File: src/pkg/pmcm_pkg.sv
// Constants, field layout and types of the power-managed clock mode control
package pmcm_pkg;

	// ************************************************************
	// Timing
	// ************************************************************
	localparam int CLK_PERIOD_NS = 25;
	localparam int STAB_TIME_MS  = 1;
	localparam int STAB_CYCLES   =
		(STAB_TIME_MS * 1000000 + CLK_PERIOD_NS - 1) / CLK_PERIOD_NS;
	localparam int WAKE_DLY_US   = 10;
	localparam int WAKE_CYCLES   =
		(WAKE_DLY_US * 1000 + CLK_PERIOD_NS - 1) / CLK_PERIOD_NS;
	localparam int TMR_W         = 16;

	// ************************************************************
	// Register map
	// ************************************************************
	localparam int             ADDR_W       = 8;
	localparam logic [7:0]     OFS_OSC_CTRL = 8'h00;
	localparam logic [7:0]     OFS_TMR_CTRL = 8'h04;
	localparam logic [7:0]     OFS_MODE     = 8'h08;

	localparam int             OSC_IDLE_BIT = 7;
	localparam int             OSC_IFS_MSB  = 6;
	localparam int             OSC_IFS_LSB  = 4;
	localparam int             OSC_PRDY_BIT = 3;
	localparam int             OSC_ISTB_BIT = 2;
	localparam int             OSC_SCS_HI   = 1;
	localparam int             OSC_SCS_LO   = 0;
	localparam int             TMR_SACT_BIT = 6;
	localparam int             TMR_SEN_BIT  = 3;
	localparam int             MODE_MSB     = 6;

	localparam logic           IDLE_RST     = 1'b0;
	localparam logic [2:0]     IFS_RST      = 3'h0;
	localparam logic [1:0]     SCS_RST      = 2'h0;
	localparam logic           SEN_RST      = 1'b0;

	// ************************************************************
	// Types
	// ************************************************************
	typedef enum logic [1:0] {
		SRC_NONE = 2'h0,
		SRC_PRI  = 2'h1,
		SRC_SEC  = 2'h2,
		SRC_INT  = 2'h3
	} pmcm_src_t;

	typedef enum logic [6:0] {
		ST_PRIMARY_RUN_MODE = 7'h01,
		ST_ALT_RUN = 7'h02,
		ST_RETURN  = 7'h04,
		ST_IDLE    = 7'h08,
		ST_WAKE    = 7'h10,
		ST_SLEEP   = 7'h20,
		ST_SLWAKE  = 7'h40
	} pmcm_state_t;

endpackage

File: src/rtl/pmcm_delay.sv
// Run-level delay counter: done rises LIMIT cycles after run rises
`timescale 1ns/10ps
`default_nettype none

module pmcm_delay #(
	parameter int unsigned LIMIT = 1
) (
	input  wire logic clk,
	input  wire logic rst_n,
	input  wire logic run,
	output logic      done
);

	localparam logic [pmcm_pkg::TMR_W-1:0] LIM_M1 =
		pmcm_pkg::TMR_W'(LIMIT - 1);

	logic [pmcm_pkg::TMR_W-1:0] cnt_q;
	logic [pmcm_pkg::TMR_W-1:0] cnt_d;
	logic                       done_q;
	logic                       done_d;

	always_comb begin
		cnt_d  = '0;
		done_d = 1'b0;
		if (run) begin
			done_d = done_q || (cnt_q == LIM_M1);
			cnt_d  = done_d ? cnt_q : cnt_q + 1'b1;
		end
	end

	always_ff @(posedge clk or negedge rst_n) begin
		if (!rst_n) begin
			cnt_q  <= '0;
			done_q <= 1'b0;
		end else begin
			cnt_q  <= cnt_d;
			done_q <= done_d;
		end
	end

	assign done = done_q;

endmodule

`default_nettype wire

File: src/rtl/pmcm_ctrl.sv
// Power-managed clock mode controller with APB register slave
`timescale 1ns/10ps
`default_nettype none

// Overview of operation
// - Idle with high select: CPU stops, peripherals on mux, primary off.
// - Nonzero frequency select: stable flag sets after about 1 ms.
// - Frequency select zero: mux disabled, stable flag clear, slow source used.
// - Stable flag stays set through a mode change that keeps the mux source, if already stable.
// - Idle wake: 10 us delay, CPU on mux until primary ready.
// - Power-down with idle clear and nonzero select: CPU and peripherals on selected source.
// - Watchdog timeout in a run mode requests a watchdog reset.
// - Alternate run exits on interrupt or reset; run modes also go to sleep, idle, reset.
// - Primary run by default; other modes return there on wake.
// - Primary run shows primary-ready flag set.
// - Select 01 run: secondary clock, primary off, secondary-active set.
// - Setting low select bit is ignored while secondary enable clear.
// - Secondary run wake: stay on secondary until primary ready.
// - Clearing secondary enable in secondary run returns to primary.
// - Run with high select: system on mux, primary off, flag cleared.
// - Frequency select writes change the mux frequency at once.
// - Internal run wake: stay on mux until primary ready, then switch.
// - Idle from alternate run: CPU halts, flags and peripheral source unchanged.
// - Sleep: primary and mux off, all flags clear.
// - Every reset clears the oscillator control register.
// - Watchdog timeout in idle or sleep wakes the device.
module pmcm_ctrl #(
	parameter int unsigned STAB_CYCLES = pmcm_pkg::STAB_CYCLES
) (
	input  wire logic                          pclk,
	input  wire logic                          presetn,
	input  wire logic                          psel,
	input  wire logic                          penable,
	input  wire logic                          pwrite,
	input  wire logic [pmcm_pkg::ADDR_W-1:0]   paddr,
	input  wire logic [31:0]                   pwdata,
	output logic      [31:0]                   prdata,
	output logic                               pready,
	output logic                               pslverr,
	input  wire logic                          pwrdn_exec,
	input  wire logic                          wake_irq,
	input  wire logic                          wdt_timeout,
	input  wire logic                          reset_instr,
	input  wire logic                          primary_clk_ready,
	input  wire logic                          wdt_enable,
	input  wire logic                          fscm_enable,
	output logic                               cpu_clk_en,
	output logic                               periph_clk_en,
	output logic      [1:0]                    sys_clk_sel,
	output logic                               primary_osc_en,
	output logic                               secondary_osc_run,
	output logic                               internal_osc_mux_en,
	output logic      [2:0]                    internal_freq,
	output logic                               lf_osc_en,
	output logic                               wdt_reset_req,
	output logic                               soft_reset_req
);

	// ************************************************************
	// Helpers
	// ************************************************************
	function automatic pmcm_pkg::pmcm_src_t scs_src(input logic [1:0] s);
		if (s[1])
			return pmcm_pkg::SRC_INT;
		else if (s[0])
			return pmcm_pkg::SRC_SEC;
		else
			return pmcm_pkg::SRC_PRI;
	endfunction

	// ************************************************************
	// Declarations
	// ************************************************************
	pmcm_pkg::pmcm_state_t st_q;
	pmcm_pkg::pmcm_state_t st_d;
	pmcm_pkg::pmcm_src_t   src_q;
	pmcm_pkg::pmcm_src_t   src_d;
	pmcm_pkg::pmcm_src_t   tgt;
	pmcm_pkg::pmcm_src_t   mode_src_q;
	pmcm_pkg::pmcm_src_t   mode_src_d;
	logic                  idle_q;
	logic                  idle_d;
	logic [2:0]            ifs_q;
	logic [2:0]            ifs_d;
	logic [1:0]            scs_q;
	logic [1:0]            scs_d;
	logic                  sen_q;
	logic                  sen_d;
	logic [31:0]           prdata_q;
	logic [31:0]           prdata_d;
	logic                  pready_q;
	logic                  pready_d;
	logic                  pslverr_q;
	logic                  pslverr_d;
	logic                  cpu_en_q;
	logic                  cpu_en_d;
	logic                  per_en_q;
	logic                  per_en_d;
	logic                  pri_en_q;
	logic                  pri_en_d;
	logic                  mux_en_q;
	logic                  mux_en_d;
	logic                  lf_en_q;
	logic                  lf_en_d;
	logic                  secondary_osc_run_mode_q;
	logic                  secondary_osc_run_mode_d;
	logic                  prdy_q;
	logic                  prdy_d;
	logic                  sact_q;
	logic                  sact_d;
	logic                  wdt_rst_q;
	logic                  wdt_rst_d;
	logic                  soft_rst_q;
	logic                  soft_rst_d;
	logic                  clr_regs;
	logic                  stab_done;
	logic                  wake_done;
	logic                  istb;
	logic                  wr_done;
	logic                  acc;
	logic [31:0]           rd_val;
	logic                  hit;

	// ************************************************************
	// Delay counters
	// ************************************************************
	pmcm_delay #(
		.LIMIT (STAB_CYCLES)
	) u_stab (
		.clk   (pclk),
		.rst_n (presetn),
		.run   (mux_en_q),
		.done  (stab_done)
	);

	pmcm_delay #(
		.LIMIT (pmcm_pkg::WAKE_CYCLES)
	) u_wake (
		.clk   (pclk),
		.rst_n (presetn),
		.run   (st_q == pmcm_pkg::ST_WAKE),
		.done  (wake_done)
	);

	assign istb = stab_done && mux_en_q;

	// ************************************************************
	// APB register slave
	// ************************************************************
	assign wr_done = psel && penable && pready_q && pwrite;
	assign acc     = psel && penable && !pready_q;

	always_comb begin
		idle_d    = idle_q;
		ifs_d     = ifs_q;
		scs_d     = scs_q;
		sen_d     = sen_q;
		rd_val    = 32'h0000_0000;
		hit       = 1'b1;
		pready_d  = acc;
		prdata_d  = 32'h0000_0000;
		pslverr_d = 1'b0;
		unique case (paddr)
			pmcm_pkg::OFS_OSC_CTRL: begin
				rd_val[pmcm_pkg::OSC_IDLE_BIT] = idle_q;
				rd_val[pmcm_pkg::OSC_IFS_MSB:pmcm_pkg::OSC_IFS_LSB] = ifs_q;
				rd_val[pmcm_pkg::OSC_PRDY_BIT] = prdy_q;
				rd_val[pmcm_pkg::OSC_ISTB_BIT] = istb;
				rd_val[pmcm_pkg::OSC_SCS_HI:pmcm_pkg::OSC_SCS_LO] = scs_q;
			end
			pmcm_pkg::OFS_TMR_CTRL: begin
				rd_val[pmcm_pkg::TMR_SACT_BIT] = sact_q;
				rd_val[pmcm_pkg::TMR_SEN_BIT]  = sen_q;
			end
			pmcm_pkg::OFS_MODE: begin
				rd_val[pmcm_pkg::MODE_MSB:0] = st_q;
			end
			default: begin
				hit = 1'b0;
			end
		endcase
		if (acc) begin
			prdata_d  = pwrite ? 32'h0000_0000 : rd_val;
			pslverr_d = !hit;
		end
		if (wr_done && paddr == pmcm_pkg::OFS_OSC_CTRL) begin
			idle_d   = pwdata[pmcm_pkg::OSC_IDLE_BIT];
			ifs_d    = pwdata[pmcm_pkg::OSC_IFS_MSB:pmcm_pkg::OSC_IFS_LSB];
			scs_d[1] = pwdata[pmcm_pkg::OSC_SCS_HI];
			if (!(pwdata[pmcm_pkg::OSC_SCS_LO] && !sen_q)) begin
				scs_d[0] = pwdata[pmcm_pkg::OSC_SCS_LO];
			end
		end
		if (wr_done && paddr == pmcm_pkg::OFS_TMR_CTRL) begin
			sen_d = pwdata[pmcm_pkg::TMR_SEN_BIT];
		end
		if (clr_regs) begin
			idle_d = pmcm_pkg::IDLE_RST;
			ifs_d  = pmcm_pkg::IFS_RST;
			scs_d  = pmcm_pkg::SCS_RST;
		end
	end

	always_ff @(posedge pclk or negedge presetn) begin
		if (!presetn) begin
			idle_q    <= pmcm_pkg::IDLE_RST;
			ifs_q     <= pmcm_pkg::IFS_RST;
			scs_q     <= pmcm_pkg::SCS_RST;
			sen_q     <= pmcm_pkg::SEN_RST;
			prdata_q  <= 32'h0000_0000;
			pready_q  <= 1'b0;
			pslverr_q <= 1'b0;
		end else begin
			idle_q    <= idle_d;
			ifs_q     <= ifs_d;
			scs_q     <= scs_d;
			sen_q     <= sen_d;
			prdata_q  <= prdata_d;
			pready_q  <= pready_d;
			pslverr_q <= pslverr_d;
		end
	end

	// ************************************************************
	// Mode sequencer and clock source switch
	// ************************************************************
	always_comb begin
		st_d       = st_q;
		mode_src_d = mode_src_q;
		wdt_rst_d  = 1'b0;
		soft_rst_d = 1'b0;
		clr_regs   = 1'b0;
		unique case (st_q)
			pmcm_pkg::ST_PRIMARY_RUN_MODE, pmcm_pkg::ST_ALT_RUN,
			pmcm_pkg::ST_RETURN: begin
				if (wdt_timeout || reset_instr) begin
					wdt_rst_d  = wdt_timeout;
					soft_rst_d = !wdt_timeout && reset_instr;
					clr_regs   = 1'b1;
					st_d       = pmcm_pkg::ST_SLWAKE;
					mode_src_d = pmcm_pkg::SRC_PRI;
				end else if (pwrdn_exec) begin
					if (!idle_q && scs_q == 2'h0) begin
						st_d = pmcm_pkg::ST_SLEEP;
					end else if (idle_q) begin
						st_d = pmcm_pkg::ST_IDLE;
						if (st_q == pmcm_pkg::ST_PRIMARY_RUN_MODE) begin
							mode_src_d = scs_src(scs_q);
						end
					end else begin
						st_d       = pmcm_pkg::ST_ALT_RUN;
						mode_src_d = scs_src(scs_q);
					end
				end else if (st_q == pmcm_pkg::ST_ALT_RUN &&
					(wake_irq || (mode_src_q == pmcm_pkg::SRC_SEC &&
					!sen_q))) begin
					st_d = pmcm_pkg::ST_RETURN;
				end else if (st_q == pmcm_pkg::ST_RETURN &&
					src_q == pmcm_pkg::SRC_PRI) begin
					st_d = pmcm_pkg::ST_PRIMARY_RUN_MODE;
				end
			end
			pmcm_pkg::ST_IDLE: begin
				if (wake_irq || wdt_timeout) begin
					st_d = pmcm_pkg::ST_WAKE;
				end
			end
			pmcm_pkg::ST_WAKE: begin
				if (wake_done) begin
					st_d = (mode_src_q == pmcm_pkg::SRC_PRI) ?
						pmcm_pkg::ST_PRIMARY_RUN_MODE : pmcm_pkg::ST_RETURN;
				end
			end
			pmcm_pkg::ST_SLEEP: begin
				if (wake_irq || wdt_timeout) begin
					st_d = pmcm_pkg::ST_SLWAKE;
				end
			end
			pmcm_pkg::ST_SLWAKE: begin
				if (src_q == pmcm_pkg::SRC_PRI) begin
					st_d = pmcm_pkg::ST_PRIMARY_RUN_MODE;
				end
			end
		endcase

		unique case (st_q)
			pmcm_pkg::ST_PRIMARY_RUN_MODE: tgt = pmcm_pkg::SRC_PRI;
			pmcm_pkg::ST_SLEEP:   tgt = pmcm_pkg::SRC_NONE;
			pmcm_pkg::ST_SLWAKE:
				tgt = primary_clk_ready ? pmcm_pkg::SRC_PRI : pmcm_pkg::SRC_NONE;
			pmcm_pkg::ST_RETURN:
				tgt = primary_clk_ready ? pmcm_pkg::SRC_PRI : mode_src_q;
			default:              tgt = mode_src_q;
		endcase
		if (tgt != src_q && src_q != pmcm_pkg::SRC_NONE)
			src_d = pmcm_pkg::SRC_NONE;
		else
			src_d = tgt;

		cpu_en_d  = (st_d == pmcm_pkg::ST_PRIMARY_RUN_MODE ||
			st_d == pmcm_pkg::ST_ALT_RUN || st_d == pmcm_pkg::ST_RETURN) &&
			src_d != pmcm_pkg::SRC_NONE;
		per_en_d  = st_d != pmcm_pkg::ST_SLEEP &&
			src_d != pmcm_pkg::SRC_NONE;
		pri_en_d  = !(st_d == pmcm_pkg::ST_SLEEP ||
			st_d == pmcm_pkg::ST_ALT_RUN ||
			(st_d == pmcm_pkg::ST_IDLE &&
			mode_src_d != pmcm_pkg::SRC_PRI));
		mux_en_d  = src_d == pmcm_pkg::SRC_INT && ifs_d != 3'h0;
		lf_en_d   = wdt_enable || (fscm_enable &&
			st_d != pmcm_pkg::ST_SLEEP) ||
			(src_d == pmcm_pkg::SRC_INT && ifs_d == 3'h0);
		secondary_osc_run_mode_d = sen_d || src_d == pmcm_pkg::SRC_SEC;
		prdy_d    = src_d == pmcm_pkg::SRC_PRI;
		sact_d    = src_d == pmcm_pkg::SRC_SEC;
	end

	always_ff @(posedge pclk or negedge presetn) begin
		if (!presetn) begin
			st_q       <= pmcm_pkg::ST_SLWAKE;
			mode_src_q <= pmcm_pkg::SRC_PRI;
			src_q      <= pmcm_pkg::SRC_NONE;
			cpu_en_q   <= 1'b0;
			per_en_q   <= 1'b0;
			pri_en_q   <= 1'b1;
			mux_en_q   <= 1'b0;
			lf_en_q    <= 1'b0;
			secondary_osc_run_mode_q  <= 1'b0;
			prdy_q     <= 1'b0;
			sact_q     <= 1'b0;
			wdt_rst_q  <= 1'b0;
			soft_rst_q <= 1'b0;
		end else begin
			st_q       <= st_d;
			mode_src_q <= mode_src_d;
			src_q      <= src_d;
			cpu_en_q   <= cpu_en_d;
			per_en_q   <= per_en_d;
			pri_en_q   <= pri_en_d;
			mux_en_q   <= mux_en_d;
			lf_en_q    <= lf_en_d;
			secondary_osc_run_mode_q  <= secondary_osc_run_mode_d;
			prdy_q     <= prdy_d;
			sact_q     <= sact_d;
			wdt_rst_q  <= wdt_rst_d;
			soft_rst_q <= soft_rst_d;
		end
	end

	// ************************************************************
	// Outputs
	// ************************************************************
	assign prdata              = prdata_q;
	assign pready              = pready_q;
	assign pslverr             = pslverr_q;
	assign cpu_clk_en          = cpu_en_q;
	assign periph_clk_en       = per_en_q;
	assign sys_clk_sel         = src_q;
	assign primary_osc_en      = pri_en_q;
	assign secondary_osc_run   = secondary_osc_run_mode_q;
	assign internal_osc_mux_en = mux_en_q;
	assign internal_freq       = ifs_q;
	assign lf_osc_en           = lf_en_q;
	assign wdt_reset_req       = wdt_rst_q;
	assign soft_reset_req      = soft_rst_q;
endmodule

`default_nettype wire

File: config.mk
export PLATFORM = sky130hd
export DESIGN_NAME = pmcm_ctrl
export DESIGN_NICKNAME = d
export VERILOG_FILES = /design/src/pkg/pmcm_pkg.sv /design/src/rtl/pmcm_delay.sv /design/src/rtl/pmcm_ctrl.sv
export SDC_FILE = /design/constraint.sdc
export NUM_CORES = 1
export LEC_CHECK = 0
export CORE_UTILIZATION = 36
export DETAILED_ROUTE_END_ITERATION = 10
export DONT_BUFFER_PORTS = 1
export PLACE_DENSITY_LB_ADDON = 0.25
export SYNTH_ARGS = -nofsm -noshare
export SYNTH_HDL_FRONTEND = slang
export SYNTH_HIERARCHICAL = 1
export SYNTH_SLANG_ARGS = --single-unit
File: constraint.sdc
create_clock -name pclk -period 5 [get_ports pclk]
set_input_delay 0.75 -clock pclk [delete_from_list [all_inputs] [get_ports pclk]]
set_output_delay 0.75 -clock pclk [all_outputs]
set_load 0.02 [all_outputs]
==> results of run 1 <==
## power by group
| part | total (W) | leakage (nW) | internal [W] | switching, W |
|---|---|---|---|---|
| Combinational | 0.000284 | 0.745 | 0.000117 | 0.000167 |
| Clock | 0.000755 | 0.171 | 0.000493 | 0.000262 |
| Sequential | 0.000693 | 0.980 | 0.000618 | 0.0000747 |
| Total | 0.00173 | 1.90 | 0.00123 | 0.000504 |
## cells by family after synthesis
logic type      synth area share, %
simple gates                   28.3
xor+xnor                       3.77
buf+inv                        7.62
compound gates                 11.9
mux                            4.57
other cells                  0.0896
flops                          43.1
fa+ha+maj                     0.598
## layer usage
metal  global-route usage [%]  routed length, um  vias to the layer above
li1                         -                  -                     1517
met1                     20.8               4230                     1520
met2                     23.4               4160                       57
met3                     2.19                241                       11
met4                     6.86                156                        0
met5                        0                  0                        -
## cell type report
cell class,count,area [um^2]
clock buffer,9,225
sequential,72,1810
tap,143,179
timing repair buffer,1,7.51
clock inverter,7,125
fill,1131,6850
multi-input combinational,333,2150
inverter,9,33.8
## final timing paths
kind / startpoint / endpoint / slack (ns) / depth (start not counted)
max: st_q[5] / cpu_clk_en / 2.11 / 7
min: presetn / pready / 0.10 / 0
max reg2reg: st_q[5] / cpu_clk_en / 2.11 / 7
min reg2reg: u_stab/cnt_q[15] / u_stab/cnt_q[15] / 0.55 / 2
max in group asynchronous: presetn / st_q[6] / 4.71 / 0
min in group pclk: paddr[3] / prdata[7] / 0.49 / 1
## flip-flops by register name, indices dropped and copies added, names as in the netlist, 2 cells and up
| signal | cells |
|---|---|
| u_stab/cnt_q | 16 |
| u_wake/cnt_q | 16 |
| prdata | 8 |
| st_q | 7 |
| internal_freq | 3 |
| mode_src_q | 2 |
| scs_q | 2 |
| sys_clk_sel | 2 |
## synth_stat cells, types with 3 or more instances
cell type   n  share of area [%]
dfrtp_1    69                 41
nor2_1     38                3.4
nand2_1    28                2.5
buf_4      25                4.5
a21oi_1    18                2.2
mux2i_1    18                4.3
o21ai_0    14                1.7
clkbuf_1   12                1.1
nand3_1    12                1.4
or3_1      12                1.8
xnor2_1    12                2.5
nand2b_1   11                1.6
and2_1     10                1.5
nand4_1    10                1.5
inv_1       9               0.81
nor3_1      9                1.1
nor4_1      9                1.3
nor2b_1     8                1.2
nor3b_1     7                1.3
buf_2       6               0.72
xor2_1      6                1.3
nor4b_1     5                1.0
or4_1       5               0.90
a21boi_0    4               0.72
and3_1      4               0.60
o31ai_1     4               0.72
o41ai_1     4               0.84
or2_2       4               0.60
a31oi_1     3               0.45
and4_1      3               0.63
dfstp_2     3                1.9
o311ai_0    3               0.63
## per-stage QoR
step	std cells	hold slack (ns)	cell area, um^2	worst slack [ns]	total power, W
floorplan	459	0.454	4270	2.47	0.000943
global placement	558	0.456	4170	2.03	0.000976
detailed placement	558	0.455	4170	1.98	0.000982
CTS	574	0.0913	4520	2.09	0.00175
global route	574	0.0872	4520	1.94	0.00181
finish	574	0.104	4520	2.11	0.00173
==> impl_results.md, run 1 <==
- Worst path slowest cell: or4_4
- Final hold viol count: 0
- Pwr dens: ~380 nW/um^2
- IO buf count: 0
- Final setup vio count: 0
- Die area: 12,100 um^2
- CTS tree: yes
- Slew @ Worst Pin: 1.00 ns
- Die H: ~110 um
- Largest net degree at the start of global routing: 73
- Clock Pin Slew Worst Setup and Hold Paths: roughly 0.06 ns
- Syn Area/Cell: just under 10 um^2
- Initial drt markers: around 230
- Num rows: 39
- CP Class: register to register
- Commonest cells after routing, fill and taps aside: dfrtp_1 (69), nor2_1 (38), nand2_1 (28)
- Clk_skew: 0.00895 ns
- RSZ-0062 raised after global routing: false
- I/O Pins: 99
- Critical Path AT: 3.09 ns
- Crit path largest cell delay: 0.66 ns
- Number of global-route vias before repair: around 2,900
- Pins Over Slew Limit: 0
- Die Width: 110 um
- Via count: 3,105
- GR Overflow Total: 0
- Clock Latency Late Sink: about 0.33 ns
- Inserted Diodes: 0
- Pleak: 1.90 nW
- Final-stage net count: between 400 and 500
- Worst path cell trace: or4_4 -> nor4b_4 -> and3b_1 -> o21ai_1 -> nor3_4 -> nor4b_2 -> nor4_2
- Proportion of layout cells with a drive suffix above 1: 8.82%
- Synth Instances: 436
- Top delay family on crit path: simple AND/OR/NAND/NOR gates
- Number of vias per cell: 5.41
- Post-CTS Setup Bufs: 0
- Library cells used by synthesis: 72
- Core ar.: between 10,000 and 15,000 um^2
- Fin crit share: ~58%
- Final Util: 39.8%
- Max H-tree Level: 3
- Routed WL: 8790 um
- Min-delay worst type: input port to asynchronous set/reset pin
- Root buf cell: clkbuf_16
- Drt wl/cell: roughly 15 um
- Antenna violations before repair: 0
- Critical Path Sink Type: register
- Worst vdd ir: about 0.19 mV
- Main flop type after synthesis: dfrtp_1
- Cts bufs inserted: 9
- # hold bufs at CTS: 0
- Max Fanout on Critical Path: 14
- Antenna Violating Nets Remaining: 0
- Yosys reg bits: ~70
- Hpwl dp: a little over 6000 um
- Bufs on Longest Clock Path: 2
- Mapped cell area: 4190 um^2
- Overall routing resource usage: 15.2%
- CTS Sinks: 72
- Tmin final: ~2.9 ns
- Most common cell after layout, fill and taps aside: dfrtp_1
- Pre-antenna DRT Iters: 5
- Initial Util: 36.8%
- Outcome: completed
- Max Fclk: 346 MHz
- Yosys Warn Count: 6
- Routability cong.: roughly 0.8
- Fin Setup TNS: 0 ns
- Maxcap violations: 0
- Area grow syn2layout: 8.07%
- Synth async-reset ratio: 100%
- CP Launch Type: register
- Post-CTS sizing: 0
- First-pass GRT wire length: 14,200 um
- Critical path buffer and inverter count: 0
- Post-synthesis sequential area ratio: 43.1%
- Drt drc: 0
- Worst path required time: 5.20 ns
- Worst slew margin relative to its limit: approximately 33%
- Number of synthesized flops with an enable pin: 0
Note: power is estimated with default switching activity, not from simulation.
==> run 2: changes to the inputs <==
Clock period 5 ns to 2.45 ns, I/O delays scaled along.
==> run 2 against run 1 <==
  * The flow now finishes with violations (setup timing)
  * Flip-flop and latch count did not move
  * Design area up 9.2%
  * Die area unchanged
  * Highest routed layer unchanged
  * Worst setup slack got worse by 2.1 ns
  * Maximum frequency increased by 18%
==> impl_results.md, run 2 (synthesis gave the netlist of run 1 again) <==
- Register area: 1810 um^2 (unchanged)
- Pwr dens: 740 nW/um^2 (was 383 nW/um^2)
- Number of global-route vias before repair: 3,017 (was 2,910)
- Clk_skew: 0.00896 ns (was 0.00895 ns)
- Outcome: finished with violations (was completed)
- Pins Over Slew Limit: 0 (unchanged)
- Max Fanout on Critical Path: 3 (was 14)
- Worst vdd ir: 0.393 mV (was 0.192 mV)
- Pleak: 2.11 nW (was 1.90 nW)
- Root buf cell: clkbuf_16 (unchanged)
- Antenna violations before repair: 0 (unchanged)
- Worst path required time: 2.69 ns (was 5.20 ns)
- Worst slew margin relative to its limit: 58.0% (was 32.6%)
- Die area: 12,100 um^2 (unchanged)
- Via count: 3,281 (was 3,105)
- Critical Path Sink Type: register (unchanged)
- IO buf count: 0 (unchanged)
- Initial drt markers: 194 (was 231)
- Inserted Diodes: 0 (unchanged)
- Fin crit share: 100% (was 57.8%)
- Number of vias per cell: 5.34 (was 5.41)
- Pre-antenna DRT Iters: 4 (was 5)
- Clock Latency Late Sink: 0.34 ns (was 0.33 ns)
- CP Launch Type: register (unchanged)
- Failing checks: setup timing
- Die Width: 110 um (unchanged)
- Area grow syn2layout: 18.1% (was 8.07%)
- Final hold viol count: 0 (unchanged)
- Routability cong.: 0.850 (was 0.810)
- Max Fclk: 407 MHz (was 346 MHz)
- Final Util: 43.5% (was 39.8%)
- Commonest cells after routing, fill and taps aside: dfrtp_1 (69), buf_4 (39), nor2_1 (37) (was dfrtp_1 (69), nor2_1 (38), nand2_1 (28))
- Final setup vio count: 1 (was 0)
- First-pass GRT wire length: 14,600 um (was 14,200 um)
- Routed WL: 9130 um (was 8790 um)
- Die H: 110 um (unchanged)
- Final Hold Slack: 0.112 ns (was 0.104 ns)
- Max H-tree Level: 3 (unchanged)
- CP Class: register to register (unchanged)
- Bufs on Longest Clock Path: 2 (unchanged)
- Final-stage net count: 520 (was 480)
- Tot Pwr: 0.00366 W (was 0.00173 W)
- Proportion of layout cells with a drive suffix above 1: 19.7% (was 8.82%)
- Slew @ Worst Pin: 0.625 ns (was 1.00 ns)
- GR Overflow Total: 0 (unchanged)
- Tmin final: 2.46 ns (was 2.89 ns)
- CTS tree: yes (unchanged)
- Largest net degree at the start of global routing: 73 (unchanged)
- Antenna Violating Nets Remaining: 0 (unchanged)
- CTS Sinks: 72 (unchanged)
- Overall routing resource usage: 15.8% (was 15.2%)
- Maxcap violations: 0 (unchanged)
- Min-delay worst type: input port to register (was input port to asynchronous set/reset pin)
- Num rows: 39 (unchanged)
- Core ar.: 11,400 um^2 (unchanged)
- Drt wl/cell: 14.9 um (was 15.3 um)
- Clock Pin Slew Worst Setup and Hold Paths: 0.05 ns (was 0.06 ns)
- RSZ-0062 raised after global routing: true (was false)
- Cts bufs inserted: 9 (unchanged)
- Most common cell after layout, fill and taps aside: dfrtp_1 (unchanged)
- I/O Pins: 99 (unchanged)
- Final WS setup: -0.00587 ns (was 2.11 ns)
- Initial Util: 36.8% (unchanged)
- Area of the multi-input gates: 2300 um^2 (was 2150 um^2)
- Critical Path AT: 2.69 ns (was 3.09 ns)
- Fillers: 1,066 (was 1,131)
- Hpwl dp: 6410 um (was 6140 um)
- Drt drc: 0 (unchanged)
run 2: what timing repair did:
| item | CTS | global route |
|---|---|---|
| hold endpoints to repair | 72 | 0 |
| endpoints found under the setup margin | 4 | 4 |
| buffers inserted | 1 | 0 |
| resized for setup | 14 | 11 |
| pin swaps | 8 | 6 |
| hold buffers | 2 | 0 |
run 2: cell type report:
class | count | area share, %
Tap cell | 143 | 3.62
Clock inverter | 7 | 1.47
Clock buffer | 9 | 4.56
Sequential cell | 72 | 36.5
Inverter | 9 | 0.684
Multi-Input combinational cell | 333 | 46.5
Timing Repair Buffer | 41 | 6.68
run 2: critical path, cell delays in order, from the launching register on:
cell and delay, ns:
dfrtp_1 0.38, or4_4 0.58, or3_4 0.37, and3b_2 0.26, o21a_4 0.24, nor3_4 0.18
nor4b_4 0.10, nor4_4 0.25
run 2: stage by stage:
stage	TNS [ns]	cell area [um^2]	cells	setup slack, ns
after CTS	-0.0464	4890	615	-0.0278
final	-0.00587	4940	614	-0.00587
after floorplan	0	4280	459	0.0418
after global placement	-0.185	4470	597	-0.154
after global routing	-0.372	4940	614	-0.131
after detailed placement	-0.278	4470	597	-0.200
run 2: routing by layer:
layer  up-vias  track usage, %  routed length [um]
li1       1593               -                   -
met1      1601            22.7                4490
met2        70            22.8                4070
met3        17            3.32                 391
met4         0            6.48                 182
met5         -               0                   0
run 2: final timing paths:
check,from,end,slack (ns),cells past startpoint
min,paddr[3],prdata[7],0.11,1
min in group asynchronous,presetn,u_stab/cnt_q[2],0.58,2
max,st_q[3],cpu_clk_en,-0.006,7
max in group asynchronous,presetn,mode_src_q[0],1.54,2
min reg2reg,u_stab/cnt_q[15],u_stab/cnt_q[15],0.55,2
max reg2reg,st_q[3],cpu_clk_en,-0.006,7
run 2: power breakdown:
part           switching (W)  total, W  internal (W)
Combinational       0.000542   0.00102      0.000473
Clock               0.000504   0.00129      0.000787
Sequential         0.0000885   0.00135       0.00126
Total                0.00114   0.00366       0.00252
